[src/caf_cfg.svh]
// register indices, field positions, reset values for the acceptance filter block
`ifndef CAF_CFG_SVH
`define CAF_CFG_SVH
// register index; byte address is index times four
`define CAF_IDX_CTRL 8'h0B
`define CAF_IDX_STAT 8'h0C
`define CAF_IDX_MISC 8'h0D
`define CAF_IDX_RECEIVE_FAULT_COUNT_BITS 8'h0E
`define CAF_IDX_TRANSMIT_FAULT_COUNT_BITS 8'h0F
`define CAF_IDX_CODE0 8'h10
`define CAF_IDX_MASK0 8'h18
// field positions
`define CAF_CTRL_LAYOUT_LSB 4
`define CAF_MISC_HOLD_BIT 0
`define CAF_STAT_HIT_LSB 0
`define CAF_STAT_REC_BIT 4
// reset values
`define CAF_RST_BYTE 8'h00
`define CAF_RST_COUNT 8'h00
`define CAF_RST_LAYOUT 2'h3
`define CAF_RST_HIT 3'h0
`endif

[src/caf_pkg.sv]
// types shared by the acceptance filter and fault counter block
package caf_pkg;
	typedef enum logic [1:0] {
		CAF_TWO_32 = 2'h0,
		CAF_FOUR_16 = 2'h1,
		CAF_EIGHT_8 = 2'h2,
		CAF_CLOSED = 2'h3
	} caf_layout_t;

	// identifier bytes of one received frame, byte 0 first
	typedef struct packed {
		logic [3:0][7:0] id;
		logic ext;
	} caf_frame_t;

	typedef struct packed {
		logic cyc;
		logic stb;
		logic we;
		logic [7:0] adr;
		logic [3:0] sel;
		logic [31:0] dat;
	} caf_wb_req_t;
endpackage

[src/caf_top.sv]
// acceptance filter, fault counter window and bus-off hold for a can controller
//
// What this block does
// - with recovery mode on, entering bus-off sets the hold flag and holds bus-off.
// - clearing the hold flag asks the core to start bus-off recovery.
// - hold flag readable always; writing one clears it, zero leaves it.
// - hold flag reads one only while bus-off and waiting for the user.
// - receive fault count readable at index 0x0E, resets to zero.
// - transmit fault count readable at index 0x0F, resets to zero.
// - counts read outside sleep or init mode may be stale.
// - every frame lands in the background buffer; only accepted ones are signalled.
// - a rejected frame is simply overwritten by the next one.
// - code registers are compared bit by bit with up to four identifier bytes: byte 0 only for 8-bit filters, bytes 0 and 1 for 16-bit ones.
// - extended identifiers use all four code and mask bytes of a 32-bit filter.
// - standard identifiers use only the first two code and mask byte pairs.
// - each code byte is compared with its identifier byte, then masked.
// - mask bit zero demands equality; mask bit one ignores the position.
// - a filter accepts only when every unmasked bit matches.
// - code and mask registers read anytime, written only in init mode.
// - layout field selects two 32-bit, four 16-bit, eight 8-bit filters or closed.
// - hit index names the accepting filter, updated on foreground load.
`timescale 1ns/10ps
`include "caf_cfg.svh"

module caf_top #(
	parameter int NUM_BYTES = 8
) (
	input wire logic clk_i,
	input wire logic rst_i,
	// wishbone classic slave
	input wire logic wb_cyc_i,
	input wire logic wb_stb_i,
	input wire logic wb_we_i,
	input wire logic [7:0] wb_adr_i,
	input wire logic [3:0] wb_sel_i,
	input wire logic [31:0] wb_dat_i,
	output logic [31:0] wb_dat_o,
	output logic wb_ack_o,
	// mode handshakes from the control logic
	input wire logic init_request_i,
	input wire logic init_acknowledge_i,
	input wire logic sleep_request_i,
	input wire logic sleep_acknowledge_i,
	input wire logic busoff_recovery_mode_i,
	// error logic
	input wire logic busoff_enter_i,
	input wire logic [7:0] receive_fault_count_bits_i,
	input wire logic [7:0] transmit_fault_count_bits_i,
	output logic busoff_hold_flag_o,
	output logic recovery_request_o,
	// receiver
	input wire logic frame_valid_i,
	input wire caf_pkg::caf_frame_t frame_i,
	output logic frame_accept_o,
	output logic [2:0] filter_hit_index_o
);
	// byte wide match: mask one ignores, mask zero demands equality
	function automatic logic byte_match(input logic [7:0] id, input logic [7:0] code,
		input logic [7:0] mask);
		byte_match = &(~(id ^ code) | mask);
	endfunction

	// lowest set bit of the eight filter hits
	function automatic logic [2:0] lowest_hit(input logic [7:0] hits);
		lowest_hit = 3'h0;
		for (int i = 7; i >= 0; i--) begin
			if (hits[i]) begin
				lowest_hit = 3'(i);
			end
		end
	endfunction

	// register index compare, shared by every single register decode
	function automatic logic idx_is(input logic [5:0] a, input logic [7:0] target);
		idx_is = a == target[5:0];
	endfunction

	caf_pkg::caf_wb_req_t req;
	logic ack_reg;
	logic [31:0] rdat_reg;
	logic [31:0] rdat_next;
	logic [7:0] code_reg [NUM_BYTES];
	logic [7:0] mask_reg [NUM_BYTES];
	caf_pkg::caf_layout_t layout_reg;
	logic hold_reg;
	logic rec_reg;
	logic [7:0] rxcnt_reg;
	logic [7:0] txcnt_reg;
	caf_pkg::caf_frame_t bg_reg;
	logic bg_new_reg;
	logic acc_reg;
	logic [2:0] hit_reg;
	logic hold_next;
	logic rec_next;
	logic acc_next;
	logic [2:0] hit_next;
	caf_pkg::caf_layout_t layout_next;

	assign req = '{wb_cyc_i, wb_stb_i, wb_we_i, wb_adr_i, wb_sel_i, wb_dat_i};

	// bus decode
	wire access = req.cyc && req.stb && !ack_reg;
	wire [5:0] idx = req.adr[7:2];
	wire wr_lane0 = access && req.we && req.sel[0];
	wire init_mode = init_request_i && init_acknowledge_i;
	wire sleep_mode = sleep_request_i && sleep_acknowledge_i;
	wire hit_ctrl = idx_is(idx, `CAF_IDX_CTRL);
	wire hit_stat = idx_is(idx, `CAF_IDX_STAT);
	wire hit_misc = idx_is(idx, `CAF_IDX_MISC);
	wire hit_rx = idx_is(idx, `CAF_IDX_RECEIVE_FAULT_COUNT_BITS);
	wire hit_tx = idx_is(idx, `CAF_IDX_TRANSMIT_FAULT_COUNT_BITS);
	wire hit_code = idx[5:3] == 3'(`CAF_IDX_CODE0 >> 3);
	wire hit_mask = idx[5:3] == 3'(`CAF_IDX_MASK0 >> 3);
	wire [2:0] sub = idx[2:0];
	wire cfg_wr = wr_lane0 && init_mode;
	wire hold_clr = wr_lane0 && hit_misc && req.dat[`CAF_MISC_HOLD_BIT];
	wire hold_set = busoff_enter_i && busoff_recovery_mode_i;

	assign wb_ack_o = ack_reg;
	assign wb_dat_o = rdat_reg;

	always_ff @(posedge clk_i) begin
		if (rst_i) begin
			ack_reg <= 1'b0;
		end else begin
			ack_reg <= access;
		end
	end

	// read selection; unmapped indices answer zero
	wire [31:0] rd_ctrl = 32'(layout_reg) << `CAF_CTRL_LAYOUT_LSB;
	wire [31:0] rd_hit = 32'(hit_reg) << `CAF_STAT_HIT_LSB;
	wire [31:0] rd_rec = 32'(rec_reg) << `CAF_STAT_REC_BIT;
	wire [31:0] rd_stat = rd_hit | rd_rec;
	wire [31:0] rd_misc = 32'(hold_reg) << `CAF_MISC_HOLD_BIT;
	wire [31:0] rd_rx = 32'(rxcnt_reg);
	wire [31:0] rd_tx = 32'(txcnt_reg);
	wire [31:0] rd_code = 32'(code_reg[sub]);
	wire [31:0] rd_mask = 32'(mask_reg[sub]);
	assign rdat_next = hit_ctrl ? rd_ctrl :
		hit_stat ? rd_stat :
		hit_misc ? rd_misc :
		hit_rx ? rd_rx :
		hit_tx ? rd_tx :
		hit_code ? rd_code :
		hit_mask ? rd_mask :
		32'h0000_0000;

	always_ff @(posedge clk_i) begin
		if (rst_i) begin
			rdat_reg <= 32'h0000_0000;
		end else if (access && !req.we) begin
			rdat_reg <= rdat_next;
		end
	end

	// configuration, written only while init is requested and granted
	generate
		for (genvar b = 0; b < NUM_BYTES; b++) begin : g_cfg
			always_ff @(posedge clk_i) begin
				if (rst_i) begin
					code_reg[b] <= `CAF_RST_BYTE;
					mask_reg[b] <= `CAF_RST_BYTE;
				end else if (cfg_wr && sub == 3'(b)) begin
					if (hit_code) begin
						code_reg[b] <= req.dat[7:0];
					end
					if (hit_mask) begin
						mask_reg[b] <= req.dat[7:0];
					end
				end
			end
		end
	endgenerate

	wire [1:0] layout_wdat = req.dat[`CAF_CTRL_LAYOUT_LSB +: 2];
	assign layout_next = (cfg_wr && hit_ctrl) ?
		caf_pkg::caf_layout_t'(layout_wdat) : layout_reg;

	always_ff @(posedge clk_i) begin
		if (rst_i) begin
			layout_reg <= caf_pkg::caf_layout_t'(`CAF_RST_LAYOUT);
		end else begin
			layout_reg <= layout_next;
		end
	end

	// bus-off hold; a new bus-off entry beats a clear in the same cycle,
	// so a fresh bus-off is never lost to a late software write
	assign hold_next = hold_set ? 1'b1 : (hold_clr ? 1'b0 : hold_reg);
	// no pulse when the flag was already clear: nothing to recover from
	assign rec_next = hold_reg && hold_clr && !hold_set;

	always_ff @(posedge clk_i) begin
		if (rst_i) begin
			hold_reg <= 1'b0;
			rec_reg <= 1'b0;
		end else begin
			hold_reg <= hold_next;
			rec_reg <= rec_next;
		end
	end

	assign busoff_hold_flag_o = hold_reg;
	assign recovery_request_o = rec_reg;

	// counts follow the error logic every cycle; a read outside sleep or
	// init may catch a value mid-update, which software must accept
	always_ff @(posedge clk_i) begin
		if (rst_i) begin
			rxcnt_reg <= `CAF_RST_COUNT;
			txcnt_reg <= `CAF_RST_COUNT;
		end else begin
			rxcnt_reg <= receive_fault_count_bits_i;
			txcnt_reg <= transmit_fault_count_bits_i;
		end
	end

	// sleep_mode is only a hint here: no read is ever blocked
	wire counts_coherent = sleep_mode || init_mode;

	// background buffer takes every frame; next one overwrites a reject
	always_ff @(posedge clk_i) begin
		if (rst_i) begin
			bg_reg <= '0;
			bg_new_reg <= 1'b0;
		end else begin
			bg_new_reg <= frame_valid_i;
			if (frame_valid_i) begin
				bg_reg <= frame_i;
			end
		end
	end

	// per filter hits for each layout
	logic [1:0] hit32;
	logic [3:0] hit16;
	logic [7:0] hit8;
	logic [7:0] hits;

	generate
		for (genvar f = 0; f < 2; f++) begin : g_f32
			wire m0 = byte_match(bg_reg.id[0], code_reg[4*f], mask_reg[4*f]);
			wire m1 = byte_match(bg_reg.id[1], code_reg[4*f+1], mask_reg[4*f+1]);
			wire m2 = byte_match(bg_reg.id[2], code_reg[4*f+2], mask_reg[4*f+2]);
			wire m3 = byte_match(bg_reg.id[3], code_reg[4*f+3], mask_reg[4*f+3]);
			assign hit32[f] = m0 && m1 && (!bg_reg.ext || (m2 && m3));
		end
		for (genvar f = 0; f < 4; f++) begin : g_f16
			wire m0 = byte_match(bg_reg.id[0], code_reg[2*f], mask_reg[2*f]);
			wire m1 = byte_match(bg_reg.id[1], code_reg[2*f+1], mask_reg[2*f+1]);
			assign hit16[f] = m0 && m1;
		end
		for (genvar f = 0; f < 8; f++) begin : g_f8
			assign hit8[f] = byte_match(bg_reg.id[0], code_reg[f], mask_reg[f]);
		end
	endgenerate

	always_comb begin
		unique case (layout_reg)
			caf_pkg::CAF_TWO_32: hits = {6'h00, hit32};
			caf_pkg::CAF_FOUR_16: hits = {4'h0, hit16};
			caf_pkg::CAF_EIGHT_8: hits = hit8;
			caf_pkg::CAF_CLOSED: hits = 8'h00;
		endcase
	end

	wire accept = bg_new_reg && (|hits);

	// foreground load: signal the processor and latch the hit index;
	// a rejected frame leaves the index of the last accepted one
	assign acc_next = accept;
	assign hit_next = accept ? lowest_hit(hits) : hit_reg;

	always_ff @(posedge clk_i) begin
		if (rst_i) begin
			acc_reg <= 1'b0;
			hit_reg <= `CAF_RST_HIT;
		end else begin
			acc_reg <= acc_next;
			hit_reg <= hit_next;
		end
	end

	assign frame_accept_o = acc_reg;
	assign filter_hit_index_o = hit_reg;

	wire unused_ok = counts_coherent ^ (|req.sel[3:1]) ^ (|req.dat[31:8]);
endmodule

[config.mk]
export PLATFORM = sky130hd
export DESIGN_NAME = caf_top
export DESIGN_NICKNAME = d
export VERILOG_FILES = /design/src/caf_pkg.sv /design/src/caf_top.sv
export VERILOG_INCLUDE_DIRS = /design/src /design/src/src
export SDC_FILE = /design/constraint.sdc
export NUM_CORES = 1
export LEC_CHECK = 0
export BUFFER_PORTS_ARGS = -buffer_cell sky130_fd_sc_hd__buf_4
export CAP_MARGIN = 5
export CELL_PAD_IN_SITES_DETAIL_PLACEMENT = 1
export CELL_PAD_IN_SITES_GLOBAL_PLACEMENT = 1
export CORE_ASPECT_RATIO = 0.5
export CORE_UTILIZATION = 30
export DETAILED_ROUTE_END_ITERATION = 12
export PLACE_DENSITY_LB_ADDON = 0.1
export SLEW_MARGIN = 20
export SYNTH_ARGS = -nofsm -noshare
export SYNTH_HDL_FRONTEND = slang
export SYNTH_SLANG_ARGS = --single-unit
[constraint.sdc]
create_clock -name clk_i -period 3.1 [get_ports clk_i]
set_clock_uncertainty 0.2 [all_clocks]
set_input_delay 0.31 -clock clk_i [delete_from_list [all_inputs] [get_ports clk_i]]
set_output_delay 0.31 -clock clk_i [all_outputs]
set_load 0.1 [all_outputs]
# After elaboration in Yosys (flattened, before gate mapping)
# Memories as Yosys holds them, arrays and structs flattened.
# Cells that the tools add are included.
# classes
n_addsub	0
mul	0
div	0
order_cmp	0
n_eq_ne	17
shift	0
muxes	86
n_bitwise	65
n_reduce_logical	56
# ops
op	n
2-to-1 mux 8 bit	23
NOT 8 bit	16
bitwise OR 8 bit	16
AND reduction 8 bit	16
XOR 8 bit	16
2-to-1 mux 1 bit	54
one-hot mux 8 bit (4 select lines)	1
== test 6 x 4 -> 1 bit (second input constant)	5
logical AND 1 bit	30
2-to-1 mux 3 bit	8
bitwise OR 1 bit	16
== test 3 x 2 -> 1 bit (second input constant)	4
== test 3 bit (second input constant)	4
OR reduction 8 bit	1
bitwise OR 3 x 5 -> 5 bit	1
== test 2 bit (second input constant)	2
logical NOT 1 bit	4
== test 3 x 1 -> 1 bit (second input constant)	1
logical NOT 3 bit	1
== test 2 x 1 -> 1 bit (second input constant)	1
logical NOT 2 bit	1
logical OR 1 bit	2
nonzero test 2 bit	1
# totals
reg_bits	91
latch_bits	0
ram_bits	128
rom_bits	0
out_inout_bits	39
wordCells	241
n_memories	2
# memory_table
name	depth	word_bits	rd	rd_ports_with_merged_regs	wr	line	source
code_reg	8	8	9	0	8	caf_top.sv:82	logic [7:0] code_reg [NUM_BYTES];
mask_reg	8	8	9	0	8	caf_top.sv:83	logic [7:0] mask_reg [NUM_BYTES];

# Depth between registers and ports, before layout
# An unclocked memory read counts as a cell.
# depth
word_depth	17
ltp_mapped	10
mapped_depth_nobuf	8

# Least setup slack after synthesis
# No wires, ideal clock.
# synth_timing
kind	register to register
from	register ack_reg (netlist: wb_ack_o)
to	memory mask_reg[3][0], enable pin
arrival_ns	2.172
setup_slack_ns	0.353
stages_incl_launch_ff	7
path_buffers	0
synth_period_minus_slack_ns	2.747
path_cell_list	dfxtp_1 -> nand3b_1 -> nor2_1 -> and3_1 -> nor2b_1 -> nand3_1 -> o21bai_1
# synth_rtl
element	line	source
start, declared	caf_top.sv:79	logic ack_reg;
start signal, assigned	caf_top.sv:126	ack_reg <= access;
end, declared	caf_top.sv:83	

# Final worst setup path
# layout_timing
from	register bg_reg[12] (netlist bit)
to	register hit_reg[0] (netlist: filter_hit_index_o[0])
# layout_via
elab_chain_cells	10
# layout_rtl
element	line	source
start, declared	caf_top.sv:89	caf_pkg::caf_frame_t bg_reg;
start signal, assigned	caf_top.sv:230	bg_reg <= frame_i;
XOR 8 bit	caf_top.sv:60	byte_match = &(~(id ^ code) | mask);
NOT 8 bit	caf_top.sv:60	
bitwise OR 8 bit	caf_top.sv:60	
AND reduction 8 bit	caf_top.sv:60	
logical AND 1 bit	caf_top.sv:252	assign hit16[f] = m0 && m1;
one-hot mux 8 bit (4 select lines) *	caf_top.sv:260	unique case (layout_reg)
2-to-1 mux 3 bit (4 in a row)	caf_top.sv:67	if (hits[i]) begin
end signal, assigned	caf_top.sv:278	hit_reg <= `CAF_RST_HIT;
end signal, assigned	caf_top.sv:281	hit_reg <= hit_next;
end, declared	caf_top.sv:92	logic [2:0] hit_reg;
# Every way passes the cells marked *; elsewhere a longest branch is shown, timed or not.
# A chain may end at the register's enable or synchronous reset.

==> summary.txt <==
Minimum clock period: 2.98 ns
Wire length per cell: 28.4 µm
Outcome: complete, no violations
Post-synth ARST share: 0%
Post-Layout Cell Count: 1582
Largest net degree at the start of global routing: 46
Startpoint type of the worst setup path: register
DP HPWL: 35.7 mm
PortBufs: 88
Placed Instances: 1496
Most used cell, CP: buf_4
Setup-failing EPs final: 0
Worst Path Max Fanout: 5
Max stage delay cell, worst path: dfxtp_1
Worst-Margin Slew: 0.652 ns
Max Cap Violations: 0
CP cell instances: xnor2_1 -> o22ai_1 -> nor4_1 -> buf_4 -> nand3_1 -> o211ai_1 -> buf_4 -> nor2_1 -> a31oi_1 -> mux2i_1
Post-Syn Area: 10500 µm²
Warnings, synthesis: 0
Crit path from: bg_reg[12]
CP required: 3.29 ns
DRT antenna net count: 0
Max incr delay on CP: 0.64 ns
TritonCTS clock tree: done
Area grow syn2layout: 25.3%
Die height: 134 µm
Delay-heaviest family, CP: simple AND/OR/NAND/NOR gates
Launch point of the worst reg-to-reg path: bg_reg[12]
Gr usage total: 25.8%
RD Place Congestion: 1.01
RSZ-0062 raised after global routing: no
Lkg Pwr: 4.79 nW
Average vias per placed instance: 5.17
Max transition margin: 56.2%
CP Class: reg -> reg
Final WS setup: 0.121 ns
Clock Tree Root: clkbuf_16
I/O Pins: 144
Core area: 34500 µm²
Core Rows: 48
WHS: 0.0211 ns
Tcrit/Tclk final: 96.1%
NumNets Final: 1198
FF/Latch Area: 5180 µm²
Cts bufs inserted: 17
Routed WL: 44.9 mm
Chip width: 267 µm
Final Instance Area: 13200 µm²
Clock Pin Slew Worst Setup and Hold Paths: 0.08 ns
Hold Path Origin: wb_we_i
Router iterations before antenna repair: 5
Final Hold Viols: 0
Starting Density: 30.5%
Setup WS pre-CTS: -0.0498 ns
Initial antenna violation count: 4
EDFF count, synth: 128
Initial DRC count: 890
CTS max path bufs: 2
Fmax: 336 MHz
Number of global-route vias before repair: 8052
Top_reg_cell synth: edfxtp_1
Share of cells above drive strength 1: 21.6%
Die area: 35900 µm²
PD cells: 488 nW/µm²
Worst vdd ir: 0.317 mV
Hold Path Class: in -> reg
WP data arrival: 3.17 ns
WP buf/inv: 2
Syn Inst Count: 920
CP endpoint kind: register
Total power: 0.00644 W
CTS H-tree lvls: 4
Library cells used by synthesis: 46
Sink Count: 195
DR vias: 8182
Area occupied by multi-input gates: 5010 µm²
Remaining DRCs: 0
Global route overflow: 0
Fill cells: 3779
Flops & latches, synth: 195
Post-synthesis sequential area ratio: 49.3%
First-pass GRT wire length: 62.6 mm
Placed inst area: 12000 µm²
Clock latency on the worst-skew pair: 0.46 ns
Synthesized area per cell: 11.4 µm²
Max-slew violations: 0
[routing by layer]
metal  track usage, %  share of wire [%]  vias up
li1                 -                  -     3582
met1             39.8                 50     4246
met2             34.6                 39      328
met3             8.04                9.3       26
met4             4.82                1.0        0
met5                0                  0        -
[synthesized netlist by cell type, types with 5 or more instances]
master	number	area, µm²
a21oi_1	11	55.1
and2_1	131	820
buf_2	14	70.1
buf_4	27	203
clkbuf_1	32	120
dfxtp_1	67	1340
edfxtp_1	128	3840
mux2i_1	42	420
mux4_2	38	856
nand2_1	20	75.1
nand2b_1	8	50.1
nand3_1	11	55.1
nor2_1	79	297
nor2b_1	22	138
nor3_1	12	60.1
nor4_1	10	62.6
o21ai_0	14	70.1
o21bai_1	16	120
o22ai_1	55	344
or2_2	5	31.3
xnor2_1	128	1120
[per-stage QoR]
stage	utilization [%]	TNS, ns
detailed placement	34.8	-0.0498
floorplan	-	0
global placement	34.8	-0.0353
global route	38.2	0
CTS	38.1	0
finish	38.2	0
[final timing paths]
path | endpoint | slack [ns] | cells after the start
worst max-delay path | filter_hit_index_o[0] | 0.12 | 10
worst min-delay path | wb_dat_o[0] | 0.02 | 4
worst max register to register | filter_hit_index_o[0] | 0.12 | 10
worst min register to register | wb_dat_o[6] | 0.27 | 2
[placed cells by master (no fill, tap or decap), types with 3 or more instances in the layout]
master and instances:
buf_4 152, and2_1 131, xnor2_1 128, edfxtp_1 128
nor2_1 78, dfxtp_1 67, o22ai_1 55, dlygate4sd3_1 53
mux2i_1 42, mux4_2 38, conb_1 24, nor2b_1 21
nand2_1 19, clkbuf_16 17, o21bai_1 16, o21ai_0 14
nand3_1 11, nor3_1 11, a21oi_1 11, nor4_1 9
nand2b_1 8, or2_2 5, buf_12 5, o211ai_1 4
a221oi_1 4, inv_6 4, inv_8 4, and3_1 3
o22a_1 3, or3_1 3, nand4_1 3, a211o_1 3
inv_1 3, a22oi_1 3, clkinvlp_4 3
[power by group]
| group | leakage, nW | total [W] | internal (W) | switching [W] |
|---|---|---|---|---|
| logic | 2.65 | 0.00101 | 0.000443 | 0.000568 |
| clock network | 0.292 | 0.00236 | 0.00123 | 0.00113 |
| registers | 1.85 | 0.00307 | 0.00287 | 0.000199 |
| total | 4.79 | 0.00644 | 0.00454 | 0.00190 |
[layout make-up]
cell class / count / area share [%]
diodes: 1 / 0.0190
clock buffers: 17 / 3.23
clock inverters: 15 / 1.42
inverters: 3 / 0.0854
multi-input cells: 666 / 38.0
flip-flops and latches: 195 / 39.3
well taps: 475 / 4.51
repair buffers: 210 / 13.4
[worst register-to-register path, cell delays in order, from the launching register on]
cell and delay (ns):
dfxtp_1 0.64, xnor2_1 0.22, o22ai_1 0.11, nor4_1 0.47, buf_4 0.23, nand3_1 0.15, o211ai_1 0.21, buf_4 0.17
nor2_1 0.06, a31oi_1 0.25, mux2i_1 0.20
[cells by family after synthesis]
logic type	share of synthesized area [%]
AOI/OAI and AO/OA	7.45
xor gates and xnor gates	10.7
buffers and inverters	4.14
DFF	49.3
muxes	12.4
other	0.0356
and+or+nand+nor	16.1
[timing repair]
| item | in CTS | in global routing |
|---|---|---|
| hold endpoints to repair | 52 | 0 |
| setup buffers | 0 | 0 |
| pin swaps | 0 | 0 |
| hold buffers | 53 | 0 |
| setup endpoints to repair | 1 | 42 |
| resized for setup | 1 | 5 |
(Power assumes the default switching activity.)
